## src/rtl/cfc_params.svh

```systemverilog
`ifndef CFC_PARAMS_SVH
`define CFC_PARAMS_SVH

// crc-16, x16+x15+x2+1, preset all ones, processed lsb first
`define CFC_CRC_INIT       16'hFFFF
// generator x16+x15+x2+1 in lsb-first (reflected) shift form
`define CFC_CRC_POLY       16'hA001
`define CFC_CRC_GOOD       16'h0000

// first byte of a frame; CFC_DEV_MSB is the top bit of the device address in the device byte
`define CFC_INIT_TYPE_BIT  7
`define CFC_REQ_MSB        6
`define CFC_REQ_LSB        4
`define CFC_SIZE_MSB       2
`define CFC_LEN_MSB        6
`define CFC_DEV_MSB        5

// request codes carried in a command's first byte
`define CFC_REQ_SGL_RD     3'h0
`define CFC_REQ_SGL_WR     3'h1
`define CFC_REQ_STK_RD     3'h2
`define CFC_REQ_STK_WR     3'h3
`define CFC_REQ_BC_RD      3'h4
`define CFC_REQ_BC_WR      3'h5
`define CFC_REQ_BC_WR_REV  3'h6

// largest number of data bytes in a write command
`define CFC_MAX_WR_BYTES   8

`endif

```

## src/rtl/cfc_pkg.sv

```systemverilog
package cfc_pkg;

	typedef struct packed {
		logic       sof;
		logic [7:0] data;
	} cfc_byte_s;

	typedef struct packed {
		logic        is_cmd;
		logic [2:0]  req_type;
		logic [5:0]  dev_addr;
		logic [15:0] reg_addr;
		logic [6:0]  rd_count;
	} cfc_frame_s;

	typedef struct packed {
		logic [5:0]  dev_addr;
		logic [15:0] reg_addr;
		logic [6:0]  count_m1;
	} cfc_resp_s;

	typedef struct packed {
		logic [15:0] addr;
		logic [7:0]  data;
	} cfc_wr_s;

	typedef enum logic [2:0] {
		CFC_RX_INIT = 3'h0,
		CFC_RX_DEV  = 3'h1,
		CFC_RX_RAH  = 3'h2,
		CFC_RX_RAL  = 3'h3,
		CFC_RX_DATA = 3'h4,
		CFC_RX_CRC1 = 3'h5,
		CFC_RX_CRC2 = 3'h6
	} cfc_rx_state_e;

	typedef enum logic [3:0] {
		CFC_TX_IDLE = 4'h0,
		CFC_TX_INIT = 4'h1,
		CFC_TX_DEV  = 4'h2,
		CFC_TX_RAH  = 4'h3,
		CFC_TX_RAL  = 4'h4,
		CFC_TX_RD   = 4'h5,
		CFC_TX_WAIT = 4'h6,
		CFC_TX_LOAD = 4'h7,
		CFC_TX_CRCL = 4'h8,
		CFC_TX_CRCH = 4'h9
	} cfc_tx_state_e;

endpackage : cfc_pkg

```

## src/rtl/cfc_top.sv

```systemverilog
`timescale 1ns/1ps
`include "cfc_params.svh"
// What this block does
// - read command data byte holds byte count minus one, 1 to 128 bytes
// - write command stores data bytes into consecutive registers from frame address
// - response data bytes carry consecutive register values from requested address
// - 16-bit crc, generator x16+x15+x2+1, preset to all ones
// - crc over whole frame including crc bytes must give zero
// - crc checked first; bad frame gives no write and no frame_ok, though frame_info still loads its fields
// - on crc failure only the crc error is reported
// - bytes of a bad frame still relayed onward unchanged
// - each device flags its own crc fault for a corrupted frame
// - crc runs in serial order, each byte lsb first
// - transmitter appends crc over all bytes but crc, two bytes at end
// - division uses reflected generator over the running bit stream
// - command executed only when its crc is valid
// - frame: init, optional device address, register address, data, crc
// - init top bit one for command, zero for response with length minus one
module cfc_top #(
	parameter int MAX_WR = `CFC_MAX_WR_BYTES
) (
	input  wire logic              clk,
	input  wire logic              rst_n,
	input  wire cfc_pkg::cfc_byte_s rx_byte,
	input  wire logic              rx_valid,
	output logic                   rx_ready,
	output cfc_pkg::cfc_byte_s     fwd_byte,
	output logic                   fwd_valid,
	input  wire logic              fwd_ready,
	output logic                   frame_ok,
	output cfc_pkg::cfc_frame_s    frame_info,
	output logic                   crc_fault,
	input  wire logic              crc_fault_clr,
	output logic                   wr_en,
	output cfc_pkg::cfc_wr_s       wr_req,
	input  wire logic              resp_req,
	input  wire cfc_pkg::cfc_resp_s resp_info,
	output logic                   resp_busy,
	output logic                   rd_en,
	output logic [15:0]            rd_addr,
	input  wire logic [7:0]        rd_data,
	output logic [7:0]             tx_data,
	output logic                   tx_valid,
	input  wire logic              tx_ready
);

	if (MAX_WR < 1 || MAX_WR > `CFC_MAX_WR_BYTES) begin : g_bad_max_wr
		$error("cfc_top: MAX_WR out of range");
	end

	function automatic logic [15:0] crc_byte(input logic [15:0] c, input logic [7:0] d);
		logic [15:0] r;
		r = c;
		for (int i = 0; i < 8; i++) begin
			r = r[0] ^ d[i] ? ((r >> 1) ^ `CFC_CRC_POLY) : (r >> 1);
		end
		return r;
	endfunction : crc_byte

	logic               rx_ready_reg;
	logic               rx_fire;
	cfc_pkg::cfc_byte_s out_d_reg, skid_d_reg, out_d_next, skid_d_next;
	logic               out_v_reg, skid_v_reg, out_v_next, skid_v_next;
	assign rx_fire   = rx_valid & rx_ready_reg;
	assign rx_ready  = rx_ready_reg;
	assign fwd_byte  = out_d_reg;
	assign fwd_valid = out_v_reg;
	// every accepted byte is relayed whatever its crc
	always_comb begin
		out_v_next  = out_v_reg;
		skid_v_next = skid_v_reg;
		out_d_next  = out_d_reg;
		skid_d_next = skid_d_reg;
		if (out_v_reg && fwd_ready) begin
			if (skid_v_reg) begin
				out_d_next  = skid_d_reg;
				skid_v_next = 1'b0;
			end else begin
				out_v_next = 1'b0;
			end
		end
		if (rx_fire) begin
			if (!out_v_next) begin
				out_v_next = 1'b1;
				out_d_next = rx_byte;
			end else begin
				skid_v_next = 1'b1;
				skid_d_next = rx_byte;
			end
		end
	end

	always_ff @(posedge clk or negedge rst_n) begin
		if (!rst_n) begin
			out_v_reg  <= 1'b0;
			skid_v_reg <= 1'b0;
			out_d_reg  <= '0;
			skid_d_reg <= '0;
		end else begin
			out_v_reg  <= out_v_next;
			skid_v_reg <= skid_v_next;
			out_d_reg  <= out_d_next;
			skid_d_reg <= skid_d_next;
		end
	end

	// receive parser
	cfc_pkg::cfc_rx_state_e rx_st_reg, rx_st;
	logic [15:0] crc_reg, crc_in, crc_now;
	logic [6:0]  dlast_reg, didx_reg;
	logic        is_cmd_reg;
	logic [2:0]  req_reg, req_in;
	logic [5:0]  dev_reg;
	logic [15:0] radr_reg;
	logic [6:0]  rdcnt_reg;
	logic [7:0]  wbuf [MAX_WR];
	logic        is_wr, is_rd, has_dev, crc_good, wr_go;
	// a start-of-frame byte always resynchronises the parser
	assign rx_st   = rx_byte.sof ? cfc_pkg::CFC_RX_INIT : rx_st_reg;
	assign crc_in  = (rx_st == cfc_pkg::CFC_RX_INIT) ? `CFC_CRC_INIT : crc_reg;
	assign crc_now = crc_byte(crc_in, rx_byte.data);
	// residue over whole frame must be zero
	assign crc_good = crc_now == `CFC_CRC_GOOD;
	assign req_in  = rx_byte.data[`CFC_REQ_MSB:`CFC_REQ_LSB];
	assign is_wr   = is_cmd_reg && (req_reg == `CFC_REQ_SGL_WR || req_reg == `CFC_REQ_STK_WR
		|| req_reg == `CFC_REQ_BC_WR || req_reg == `CFC_REQ_BC_WR_REV);
	assign is_rd   = req_in == `CFC_REQ_SGL_RD || req_in == `CFC_REQ_STK_RD || req_in == `CFC_REQ_BC_RD;
	// only single-device commands omit nothing; responses always carry it
	assign has_dev = !rx_byte.data[`CFC_INIT_TYPE_BIT] || req_in == `CFC_REQ_SGL_RD
		|| req_in == `CFC_REQ_SGL_WR;
	// writes start only from a frame whose crc checked good
	assign wr_go   = rx_fire && rx_st == cfc_pkg::CFC_RX_CRC2 && crc_good && is_wr;
	always_ff @(posedge clk or negedge rst_n) begin
		if (!rst_n) begin
			rx_st_reg  <= cfc_pkg::CFC_RX_INIT;
			crc_reg    <= `CFC_CRC_INIT;
			dlast_reg  <= '0;
			didx_reg   <= '0;
			is_cmd_reg <= 1'b0;
			req_reg    <= '0;
			dev_reg    <= '0;
			radr_reg   <= '0;
			rdcnt_reg  <= '0;
		end else if (rx_fire) begin
			crc_reg <= crc_now;
			unique case (rx_st)
				cfc_pkg::CFC_RX_INIT: begin
					// frame type and length from first byte
					is_cmd_reg <= rx_byte.data[`CFC_INIT_TYPE_BIT];
					req_reg    <= req_in;
					if (!rx_byte.data[`CFC_INIT_TYPE_BIT])
						dlast_reg <= rx_byte.data[`CFC_LEN_MSB:0];
					else if (is_rd)
						dlast_reg <= '0;
					else
						dlast_reg <= {4'h0, rx_byte.data[`CFC_SIZE_MSB:0]};
					dev_reg   <= '0;
					rx_st_reg <= has_dev ? cfc_pkg::CFC_RX_DEV : cfc_pkg::CFC_RX_RAH;
				end
				cfc_pkg::CFC_RX_DEV: begin
					dev_reg   <= rx_byte.data[`CFC_DEV_MSB:0];
					rx_st_reg <= cfc_pkg::CFC_RX_RAH;
				end
				cfc_pkg::CFC_RX_RAH: begin
					radr_reg[15:8] <= rx_byte.data;
					rx_st_reg      <= cfc_pkg::CFC_RX_RAL;
				end
				cfc_pkg::CFC_RX_RAL: begin
					radr_reg[7:0] <= rx_byte.data;
					didx_reg      <= '0;
					rx_st_reg     <= cfc_pkg::CFC_RX_DATA;
				end
				cfc_pkg::CFC_RX_DATA: begin
					// read count byte, count minus one
					rdcnt_reg <= rx_byte.data[6:0];
					didx_reg  <= didx_reg + 7'h01;
					rx_st_reg <= (didx_reg == dlast_reg) ? cfc_pkg::CFC_RX_CRC1 : cfc_pkg::CFC_RX_DATA;
				end
				cfc_pkg::CFC_RX_CRC1: rx_st_reg <= cfc_pkg::CFC_RX_CRC2;
				cfc_pkg::CFC_RX_CRC2: rx_st_reg <= cfc_pkg::CFC_RX_INIT;
				default:              rx_st_reg <= cfc_pkg::CFC_RX_INIT;
			endcase
		end
	end

	// write data held until the crc verdict; no reset, contents only read after a good frame
	always_ff @(posedge clk) begin
		if (rx_fire && rx_st == cfc_pkg::CFC_RX_DATA && didx_reg < 7'(MAX_WR))
			wbuf[didx_reg[2:0]] <= rx_byte.data;
	end
	// verdict only at frame end, nothing acted on before
	always_ff @(posedge clk or negedge rst_n) begin
		if (!rst_n) begin
			frame_ok   <= 1'b0;
			frame_info <= '0;
		end else begin
			frame_ok <= rx_fire && rx_st == cfc_pkg::CFC_RX_CRC2 && crc_good;
			if (rx_fire && rx_st == cfc_pkg::CFC_RX_CRC2)
				frame_info <= '{is_cmd: is_cmd_reg, req_type: req_reg, dev_addr: dev_reg,
					reg_addr: radr_reg, rd_count: rdcnt_reg};
		end
	end
	// sticky fault, a new error wins over a clear
	always_ff @(posedge clk or negedge rst_n) begin
		if (!rst_n)
			crc_fault <= 1'b0;
		// only the crc error is raised for a bad frame
		else if (rx_fire && rx_st == cfc_pkg::CFC_RX_CRC2 && !crc_good)
			crc_fault <= 1'b1;
		else if (crc_fault_clr)
			crc_fault <= 1'b0;
	end

	// write burst; receive stalls meanwhile so the buffer is not overwritten
	logic       wr_busy_reg, busy_next;
	logic [2:0] widx_reg, wlast_reg;
	assign busy_next = wr_go || (wr_busy_reg && widx_reg != wlast_reg);
	always_ff @(posedge clk or negedge rst_n) begin
		if (!rst_n) begin
			wr_busy_reg <= 1'b0;
			widx_reg    <= '0;
			wlast_reg   <= '0;
			wr_en       <= 1'b0;
			wr_req      <= '0;
		end else begin
			wr_busy_reg <= busy_next;
			wr_en       <= wr_busy_reg;
			if (wr_go) begin
				widx_reg  <= '0;
				wlast_reg <= dlast_reg[2:0];
			end else if (wr_busy_reg) begin
				wr_req.addr <= radr_reg + {13'h0000, widx_reg};
				wr_req.data <= wbuf[widx_reg];
				widx_reg    <= widx_reg + 3'h1;
			end
		end
	end

	always_ff @(posedge clk or negedge rst_n) begin
		if (!rst_n)
			rx_ready_reg <= 1'b0;
		else
			rx_ready_reg <= !skid_v_next && !busy_next;
	end
	// response transmitter
	cfc_pkg::cfc_tx_state_e tx_st_reg;
	cfc_pkg::cfc_resp_s     rsp_reg;
	logic [15:0] tcrc_reg;
	logic [6:0]  tidx_reg;
	logic        slot_free;
	assign slot_free = !tx_valid || tx_ready;
	always_ff @(posedge clk or negedge rst_n) begin
		if (!rst_n) begin
			resp_busy <= 1'b0;
			tx_st_reg <= cfc_pkg::CFC_TX_IDLE;
			rsp_reg   <= '0;
			tcrc_reg  <= `CFC_CRC_INIT;
			tidx_reg  <= '0;
			tx_valid  <= 1'b0;
			tx_data   <= '0;
			rd_en     <= 1'b0;
			rd_addr   <= '0;
		end else begin
			rd_en <= 1'b0;
			if (tx_valid && tx_ready)
				tx_valid <= 1'b0;
			unique case (tx_st_reg)
				cfc_pkg::CFC_TX_IDLE: if (resp_req) begin
					resp_busy <= 1'b1;
					rsp_reg   <= resp_info;
					tcrc_reg  <= `CFC_CRC_INIT;
					tidx_reg  <= '0;
					tx_st_reg <= cfc_pkg::CFC_TX_INIT;
				end
				cfc_pkg::CFC_TX_INIT: if (slot_free) begin
					// response marker and length minus one
					tx_data   <= {1'b0, rsp_reg.count_m1};
					tx_valid  <= 1'b1;
					tcrc_reg  <= crc_byte(tcrc_reg, {1'b0, rsp_reg.count_m1});
					tx_st_reg <= cfc_pkg::CFC_TX_DEV;
				end
				cfc_pkg::CFC_TX_DEV: if (slot_free) begin
					tx_data   <= {2'h0, rsp_reg.dev_addr};
					tx_valid  <= 1'b1;
					tcrc_reg  <= crc_byte(tcrc_reg, {2'h0, rsp_reg.dev_addr});
					tx_st_reg <= cfc_pkg::CFC_TX_RAH;
				end
				cfc_pkg::CFC_TX_RAH: if (slot_free) begin
					tx_data   <= rsp_reg.reg_addr[15:8];
					tx_valid  <= 1'b1;
					tcrc_reg  <= crc_byte(tcrc_reg, rsp_reg.reg_addr[15:8]);
					tx_st_reg <= cfc_pkg::CFC_TX_RAL;
				end
				cfc_pkg::CFC_TX_RAL: if (slot_free) begin
					tx_data   <= rsp_reg.reg_addr[7:0];
					tx_valid  <= 1'b1;
					tcrc_reg  <= crc_byte(tcrc_reg, rsp_reg.reg_addr[7:0]);
					tx_st_reg <= cfc_pkg::CFC_TX_RD;
				end
				// read is issued only with the slot free, so the loaded byte never overruns
				cfc_pkg::CFC_TX_RD: if (slot_free) begin
					// consecutive registers from the requested address
					rd_en     <= 1'b1;
					rd_addr   <= rsp_reg.reg_addr + {9'h000, tidx_reg};
					tx_st_reg <= cfc_pkg::CFC_TX_WAIT;
				end
				cfc_pkg::CFC_TX_WAIT: tx_st_reg <= cfc_pkg::CFC_TX_LOAD;
				cfc_pkg::CFC_TX_LOAD: begin
					tx_data   <= rd_data;
					tx_valid  <= 1'b1;
					tcrc_reg  <= crc_byte(tcrc_reg, rd_data);
					tidx_reg  <= tidx_reg + 7'h01;
					tx_st_reg <= (tidx_reg == rsp_reg.count_m1) ? cfc_pkg::CFC_TX_CRCL : cfc_pkg::CFC_TX_RD;
				end
				// remainder appended, low byte first to keep bit-stream order
				cfc_pkg::CFC_TX_CRCL: if (slot_free) begin
					tx_data   <= tcrc_reg[7:0];
					tx_valid  <= 1'b1;
					tx_st_reg <= cfc_pkg::CFC_TX_CRCH;
				end
				cfc_pkg::CFC_TX_CRCH: if (slot_free) begin
					tx_data   <= tcrc_reg[15:8];
					tx_valid  <= 1'b1;
					resp_busy <= 1'b0;
					tx_st_reg <= cfc_pkg::CFC_TX_IDLE;
				end
				default: tx_st_reg <= cfc_pkg::CFC_TX_IDLE;
			endcase
		end
	end

endmodule : cfc_top

```

## config.mk

```make
export PLATFORM = sky130hd
export DESIGN_NAME = cfc_top
export DESIGN_NICKNAME = d
export VERILOG_FILES = /design/src/rtl/cfc_pkg.sv /design/src/rtl/cfc_top.sv
export VERILOG_INCLUDE_DIRS = /design/src /design/src/rtl
export SDC_FILE = /design/constraint.sdc
export NUM_CORES = 1
export LEC_CHECK = 0
export ABC_AREA = 1
export BUFFER_PORTS_ARGS = -buffer_cell sky130_fd_sc_hd__buf_2
export CAP_MARGIN = 25
export CORE_ASPECT_RATIO = 1.1
export CORE_MARGIN = 2
export CORE_UTILIZATION = 60
export DETAILED_ROUTE_END_ITERATION = 16
export GPL_TIMING_DRIVEN = 0
export HOLD_SLACK_MARGIN = 0.06
export MAX_ROUTING_LAYER = met4
export PLACE_DENSITY = 0.77
export SETUP_SLACK_MARGIN = 0.2
export SLEW_MARGIN = 20
export SYNTH_ARGS = -nofsm -noshare
export SYNTH_HDL_FRONTEND = slang
export SYNTH_SLANG_ARGS = --single-unit
```

## constraint.sdc

```tcl
create_clock -name clk -period 3.5 [get_ports clk]
set_input_delay 0.175 -clock clk [delete_from_list [all_inputs] [get_ports clk]]
set_output_delay 0.175 -clock clk [all_outputs]
set_load 0.01 [all_outputs]
```

==> reports/qor.txt, run 1 <==
chip width: 155 microns
share of cells above drive strength 1: 0.137
Synth-to-Final Area Change: 18.2%
most common cell after layout, fill and taps aside: nand2_1
ant diodes: 0
Hold Path Class: primary input to flop
maximum vdd drop: 587 uV
Max FO, Critical Path: 10
Crit Path Class: flop to flop
Worst Path Required: 3.98 ns
Nets: 2082
global-route wire length before repair: 70.4 mm
initial core utilization: 0.614
initial antenna violation count: 0
pre-CTS WS: -0.244 ns
gr ovfl total: 0
Avg Inst Size Synth: 8.49 sq um
CP Capture Type: flop
CTS tree: built
worst skew pair latency: 0.57 ns
largest net degree at the start of global routing: 90
Slew headroom: 0.133
fraction of registers with async set/reset: 0.787
f_max: 0.320 GHz
final WL: 45.5 mm
Synth Instances: 1782
Post-Route Utilization: 0.726
DP Wirelength: 32.8 mm
RSZ-0062 raised after global routing: true
number of flip-flops in the largest register: 64
YS warnings: 0
DR DRC count: 0
Die H: 171 microns
Period minus WS final: 3.12 ns
clk root buf: clkbuf_16
detailed-router iteration count before antenna repair: 5
CTS Buf Count: 31
via count: 13522
Max Cap Viol: 0
Die ar.: 26500 sq um
final setup margin: 0.380 ns
most frequent cells in the layout: nand2_1, dfrtp_1, o21ai_0, inv_1, buf_2
clock skew: 0.0309 ns
Yosys reg bits: 301
max-slew violations: 0
Post-synth top flop: dfrtp_1
Port Buf Inserts: 150
Min Hold Slack: 0.127 ns
syn nets: 1850
DR WL/cell: 19.4 microns
startpoint types: flop
Ports: 151
PD cells: 955 nW/um^2
Worst-Margin Slew: 1.29 ns
Placeable Area: 24600 sq um
register area share after synthesis: 0.522
CTS Buffer Depth: 3
Crit path arrival time: 3.60 ns
Synth Cell Area: 15100 sq um
status: finished clean
Unique masters post-synth: 52
total track usage: 0.357
number of H-tree levels: 1
Clock transition at path regs: 0.07 ns
First DRT Iteration DRCs: 1127
FP Rows: 60
reg2reg setup slack: 0.38 ns
Post-synth EDFFs: 64
Sinks on Clock Net: 301
Final Wtd Congestion: 1.02
Antenna Nets Post-Route: 0
count of final hold-check violations: 0
setup violators final: 0
leakage power: 8.47 nW
Via-to-Cell Ratio: 5.76
vias in the first global route: 13204
Final period util: 0.892
[logic make-up after synthesis]
kind of cell | Yosys count | share of synthesized area
mux | 1 | 0.000662
xor+xnor | 92 | 0.0543
fa+ha+maj | 15 | 0.0134
simple gates | 769 | 0.212
buf+inv | 255 | 0.0655
flops | 301 | 0.522
compound gates | 349 | 0.133
[per-layer routing]
layer	wire [microns]	GRT usage	vias up
met5	0	-	-
met4	2840	0.200	0
met3	3250	0.0517	162
met2	22100	0.592	611
met1	17200	0.421	6358
li1	-	-	6391
[stage by stage]
stage | TNS (ns) | cells | area, sq um | power [W]
4_1_cts | 0 | 2348 | 17800 | 0.0169
3_5_place_dp | -0.370 | 2245 | 16400 | 0.0135
3_3_place_gp | -372.21 | 2242 | 16300 | 0.0133
5_1_grt | 0 | 2349 | 17900 | 0.0183
2_1_floorplan | 0 | 1782 | 15100 | 0.0111
6_report | 0 | 2349 | 17900 | 0.0171
[synth_stat cells (3+ instances only)]
| cell | number | area share |
|---|---|---|
| a32o_1 | 8 | 0.0053 |
| o22ai_1 | 27 | 0.011 |
| clkinv_1 | 6 | 0.0015 |
| a221oi_1 | 10 | 0.0058 |
| nor3_1 | 21 | 0.0069 |
| dfstp_2 | 32 | 0.056 |
| o21ai_0 | 195 | 0.065 |
| o2111ai_1 | 5 | 0.0029 |
| ha_1 | 13 | 0.011 |
| nor4_1 | 5 | 0.0021 |
| nand3_1 | 128 | 0.042 |
| nand2_1 | 481 | 0.12 |
| nor2_1 | 102 | 0.025 |
| a21oi_1 | 59 | 0.020 |
| nand2_2 | 6 | 0.0025 |
| dfrtp_1 | 205 | 0.34 |
| edfxtp_1 | 64 | 0.13 |
| inv_1 | 179 | 0.044 |
| nand3b_1 | 7 | 0.0035 |
| buf_6 | 3 | 0.0022 |
| a31oi_1 | 8 | 0.0033 |
| buf_2 | 9 | 0.0030 |
| clkbuf_1 | 54 | 0.013 |
| o31ai_1 | 3 | 0.0015 |
| nand4_1 | 9 | 0.0037 |
| o2111a_1 | 4 | 0.0030 |
| xor2_1 | 56 | 0.032 |
| a22oi_1 | 8 | 0.0040 |
| or2_2 | 4 | 0.0017 |
| o211ai_1 | 8 | 0.0040 |
| xnor2_1 | 34 | 0.020 |
[power breakdown]
group          total [W]  switching (W)  leakage (nW)  internal (W)
clock network    0.00331        0.00139         0.496       0.00192
logic            0.00816        0.00544          4.48       0.00272
registers        0.00561       0.000870          3.50       0.00474
[repair_timing]
action                     CTS  global route
resized for setup            5             8
setup buffers                0             1
hold buffers                45             0
hold endpoints to repair   234             0
setup endpoints to repair    4            15
pin swaps                    0             1
[worst max-delay path, cell delays in order, from the launching register on]
cell and delay, ns:
dfrtp_1 0.44, nor2_1 0.21, inv_1 0.13, nor2_1 0.37, clkinv_1 0.45, nand4_1 0.24, nor2_1 0.09, nor3_2 0.53
buf_2 0.34, o31ai_1 0.11, o21ai_0 0.12
[final cells by class]
class                      count  area (sq um)
tap                          310           388
fill                        1904          6750
buffer                        68           294
clock inverter                11           121
inverter                     187           707
sequential                   301          7890
clock buffer                  47           901
timing repair buffer         199          1280
multi-input combinational   1226          6300
[final timing paths]
kind	start	end	depth (start not counted)
setup / recovery	tx_st_reg[1]$_DFFE_PN0P_	tx_data[7]$_DFFE_PN0P_	10
hold / removal	rd_data[3]	tx_data[3]$_DFFE_PN0P_	5
setup reg to reg	tx_st_reg[1]$_DFFE_PN0P_	tx_data[7]$_DFFE_PN0P_	10
hold reg to reg	wr_req[0]$_DFFE_PN0P_	wr_req[0]$_DFFE_PN0P_	2
max in group asynchronous	rst_n	tcrc_reg[0]$_DFFE_PN1P_	4
min in group asynchronous	rst_n	rd_addr[15]$_DFFE_PN0P_	2
(Power assumes the default switching activity.)
==> inputs of run 2 (changes only) <==
--- a/config.mk
+++ b/config.mk
@@ -6,7 +6,6 @@
 export SDC_FILE = /design/constraint.sdc
 export NUM_CORES = 1
 export LEC_CHECK = 0
-export ABC_AREA = 1
 export BUFFER_PORTS_ARGS = -buffer_cell sky130_fd_sc_hd__buf_2
 export CAP_MARGIN = 25
 export CORE_ASPECT_RATIO = 1.1
@@ -18,7 +17,6 @@
 export MAX_ROUTING_LAYER = met4
 export PLACE_DENSITY = 0.77
 export SETUP_SLACK_MARGIN = 0.2
-export SLEW_MARGIN = 20
 export SYNTH_ARGS = -nofsm -noshare
 export SYNTH_HDL_FRONTEND = slang
 export SYNTH_SLANG_ARGS = --single-unit
==> run 2 against run 1 <==
  * Global-route usage decreased by 4.9 points
  * Area after synthesis fell by 0.97%
  * First-iteration DRC count fell by 13%
  * Sequential power increased by 1%
  * Sequential share of layout area is 0.29 points higher
==> reports/qor.txt, run 2 <==
status: finished clean
largest cells by area after synthesis: dfrtp_1, edfxtp_1, mux2_2
placed cells: 1742
Slew headroom: 0.321
initial core utilization: 0.612
ant diodes: 0
Placeable Area: 24500 sq um
Final period util: 0.904
clk root buf: clkbuf_16
max-slew violations: 0
PD cells: 960 nW/um^2
Period minus WS final: 3.16 ns
Die H: 170 microns
Max FO, Critical Path: 8
chip width: 155 microns
gr ovfl total: 0
maximum vdd drop: 604 uV
number of flip-flops in the largest register: 64
Worst Path Required: 3.95 ns
largest net degree at the start of global routing: 113
Clock transition at path regs: 0.06 ns
Final Wtd Congestion: 0.953
Hold Path Depth: 5
Worst-Margin Slew: 1.01 ns
startpoint types: flop
Die ar.: 26300 sq um
Synth Cell Area: 15000 sq um
Antenna Nets Post-Route: 0
initial antenna violation count: 0
First DRT Iteration DRCs: 980
total track usage: 0.307
Ports: 151
RSZ-0062 raised after global routing: false
YS warnings: 0
Slowest-stage cell, CP: or4_4
CP Capture Type: flop
f_max: 0.316 GHz
syn nets: 1344
setup violators final: 0
Fillers: 1687
CTS Buf Count: 30
reg2reg setup slack: 0.34 ns
CTS Buffer Depth: 3
leakage power: 7.81 nW
Nets: 1584
FP Rows: 60
register area share after synthesis: 0.527
Avg Inst Size Synth: 11.7 sq um
cell taking the most area after synthesis: dfrtp_1
Finished Cell Area: 17800 sq um
Crit Path Class: flop to flop
final WL: 39.6 mm
Synth Instances: 1276
vias in the first global route: 11221
critical path's most frequent cell: buf_6
Post-synth top cells: dfrtp_1, nand2_1, xnor2_1
Via-to-Cell Ratio: 5.97
DR DRC count: 0
Post-synth top flop: dfrtp_1
via count: 11040
Hold Path Class: primary input to flop
fraction of registers with async set/reset: 0.787
CTS tree: built
Synth-to-Final Area Change: 18.5%
DR WL/cell: 21.4 microns
DP Wirelength: 26.6 mm
count of final hold-check violations: 0
R2R depth: 12
DP Area: 16200 sq um
Synth top area share: 0.342
Port Buf Inserts: 150
share of cells above drive strength 1: 0.266
most frequent cells in the layout: dfrtp_1, buf_2, nand2_1, xnor2_1, mux2_2
Post-synth EDFFs: 64
delay-heaviest family, CP: simple AND/OR/NAND/NOR gates
Sinks on Clock Net: 301
Critical Path Stages: 12
number of H-tree levels: 1
clock skew: 0.0135 ns
worst skew pair latency: 0.57 ns
non-filler cells, final: 1849
CP peak stage delay: 0.62 ns
global-route wire length before repair: 61.2 mm
Crit path arrival time: 3.61 ns
worst-path cell chain: buf_6 > nor3_4 > or3_1 > xor2_1 > or4_4 > a2111oi_4 > and4_1 > buf_6 > nor2b_2 > buf_6 > clkbuf_16 > mux2_4
Unique masters post-synth: 64
detailed-router iteration count before antenna repair: 5
most frequent cell after synthesis: dfrtp_1
Yosys reg bits: 301
Max Cap Viol: 0
most common cell after layout, fill and taps aside: dfrtp_1
WP buf/inv: 4
run 2: changes by cell type after synthesis, sizes merged, moves of 16 or more:
cell,before,now
a21oi,59,31
a222oi,0,16
inv,181,24
mux2,0,127
mux2i,1,19
mux4,0,16
nand2,488,132
nand3,129,22
nor2,103,61
o21ai,196,78
xnor2,34,115
run 2: final timing paths:
kind                                           from                         to
setup / recovery           rx_st_reg[0]$_DFFE_PN0P_     wr_req[22]$_DFFE_PN0P_
hold / removal                           rd_data[2]     tx_data[2]$_DFFE_PN0P_
hold reg to reg              crc_reg[4]$_DFFE_PN1P_     crc_reg[4]$_DFFE_PN1P_
max in group asynchronous                     rst_n  skid_d_reg[7]$_DFFE_PN0P_
setup reg to reg           rx_st_reg[0]$_DFFE_PN0P_     wr_req[22]$_DFFE_PN0P_
min in group asynchronous                     rst_n      resp_busy$_DFFE_PN0P_
run 2: cells by family after synthesis:
kind of cell / synth area share
AOI/OAI and AO/OA: 0.0913
DFF: 0.527
muxes: 0.137
xor gates and xnor gates: 0.101
adders and majority gates: 0.0135
buffers and inverters: 0.0318
and+or+nand+nor: 0.0982
run 2: area by class of cell:
class,instances,area (sq um),area share
buffer,83,395,0.0223
clock buffer,43,850,0.0478
clock inverter,12,124,0.00697
inverter,24,90.1,0.00507
multi-input combinational,868,6670,0.375
sequential,301,7890,0.444
tap,310,388,0.0218
timing repair buffer,208,1350,0.0762
run 2: what timing repair did:
action	CTS	global route
endpoints found under the setup margin	19	20
setup buffers	3	5
hold buffers	42	0
gates cloned	0	1
endpoints found under the hold margin	191	0
pin swaps	2	6
gates resized for setup	5	7
run 2: metal layers:
layer  up-vias  wire length [microns]  GRT usage
met5         -                      0          -
met3        95                   2850     0.0511
met1      5492                  15800      0.381
li1       5006                      -          -
met2       447                  19900      0.519
met4         0                   1110      0.101
run 2: worst min-delay path: cells and delay by family:
kind / cells / cell delay, ns
multiplexers: 1 / 0.11
AND/OR/NAND/NOR: 1 / 0.08
buffers and inverters: 1 / 0.11
AO/OA/AOI/OAI: 2 / 0.14
run 2: stage by stage:
step                 util  total power [W]  worst slack, ns  setup TNS, ns  hold slack (ns)
floorplan               -           0.0115            0.451              0           -0.121
global placement    0.659           0.0135            -1.88        -396.73            0.371
detailed placement  0.662           0.0136           0.0588              0            0.121
CTS                 0.721           0.0169            0.214              0           0.0905
global route        0.726           0.0180            0.169              0            0.114
finish              0.726           0.0170            0.336              0            0.110
run 2: report_power, final:
part	switching, W	internal [W]
registers	0.000925	0.00475
logic	0.00452	0.00365
clock network	0.00137	0.00183
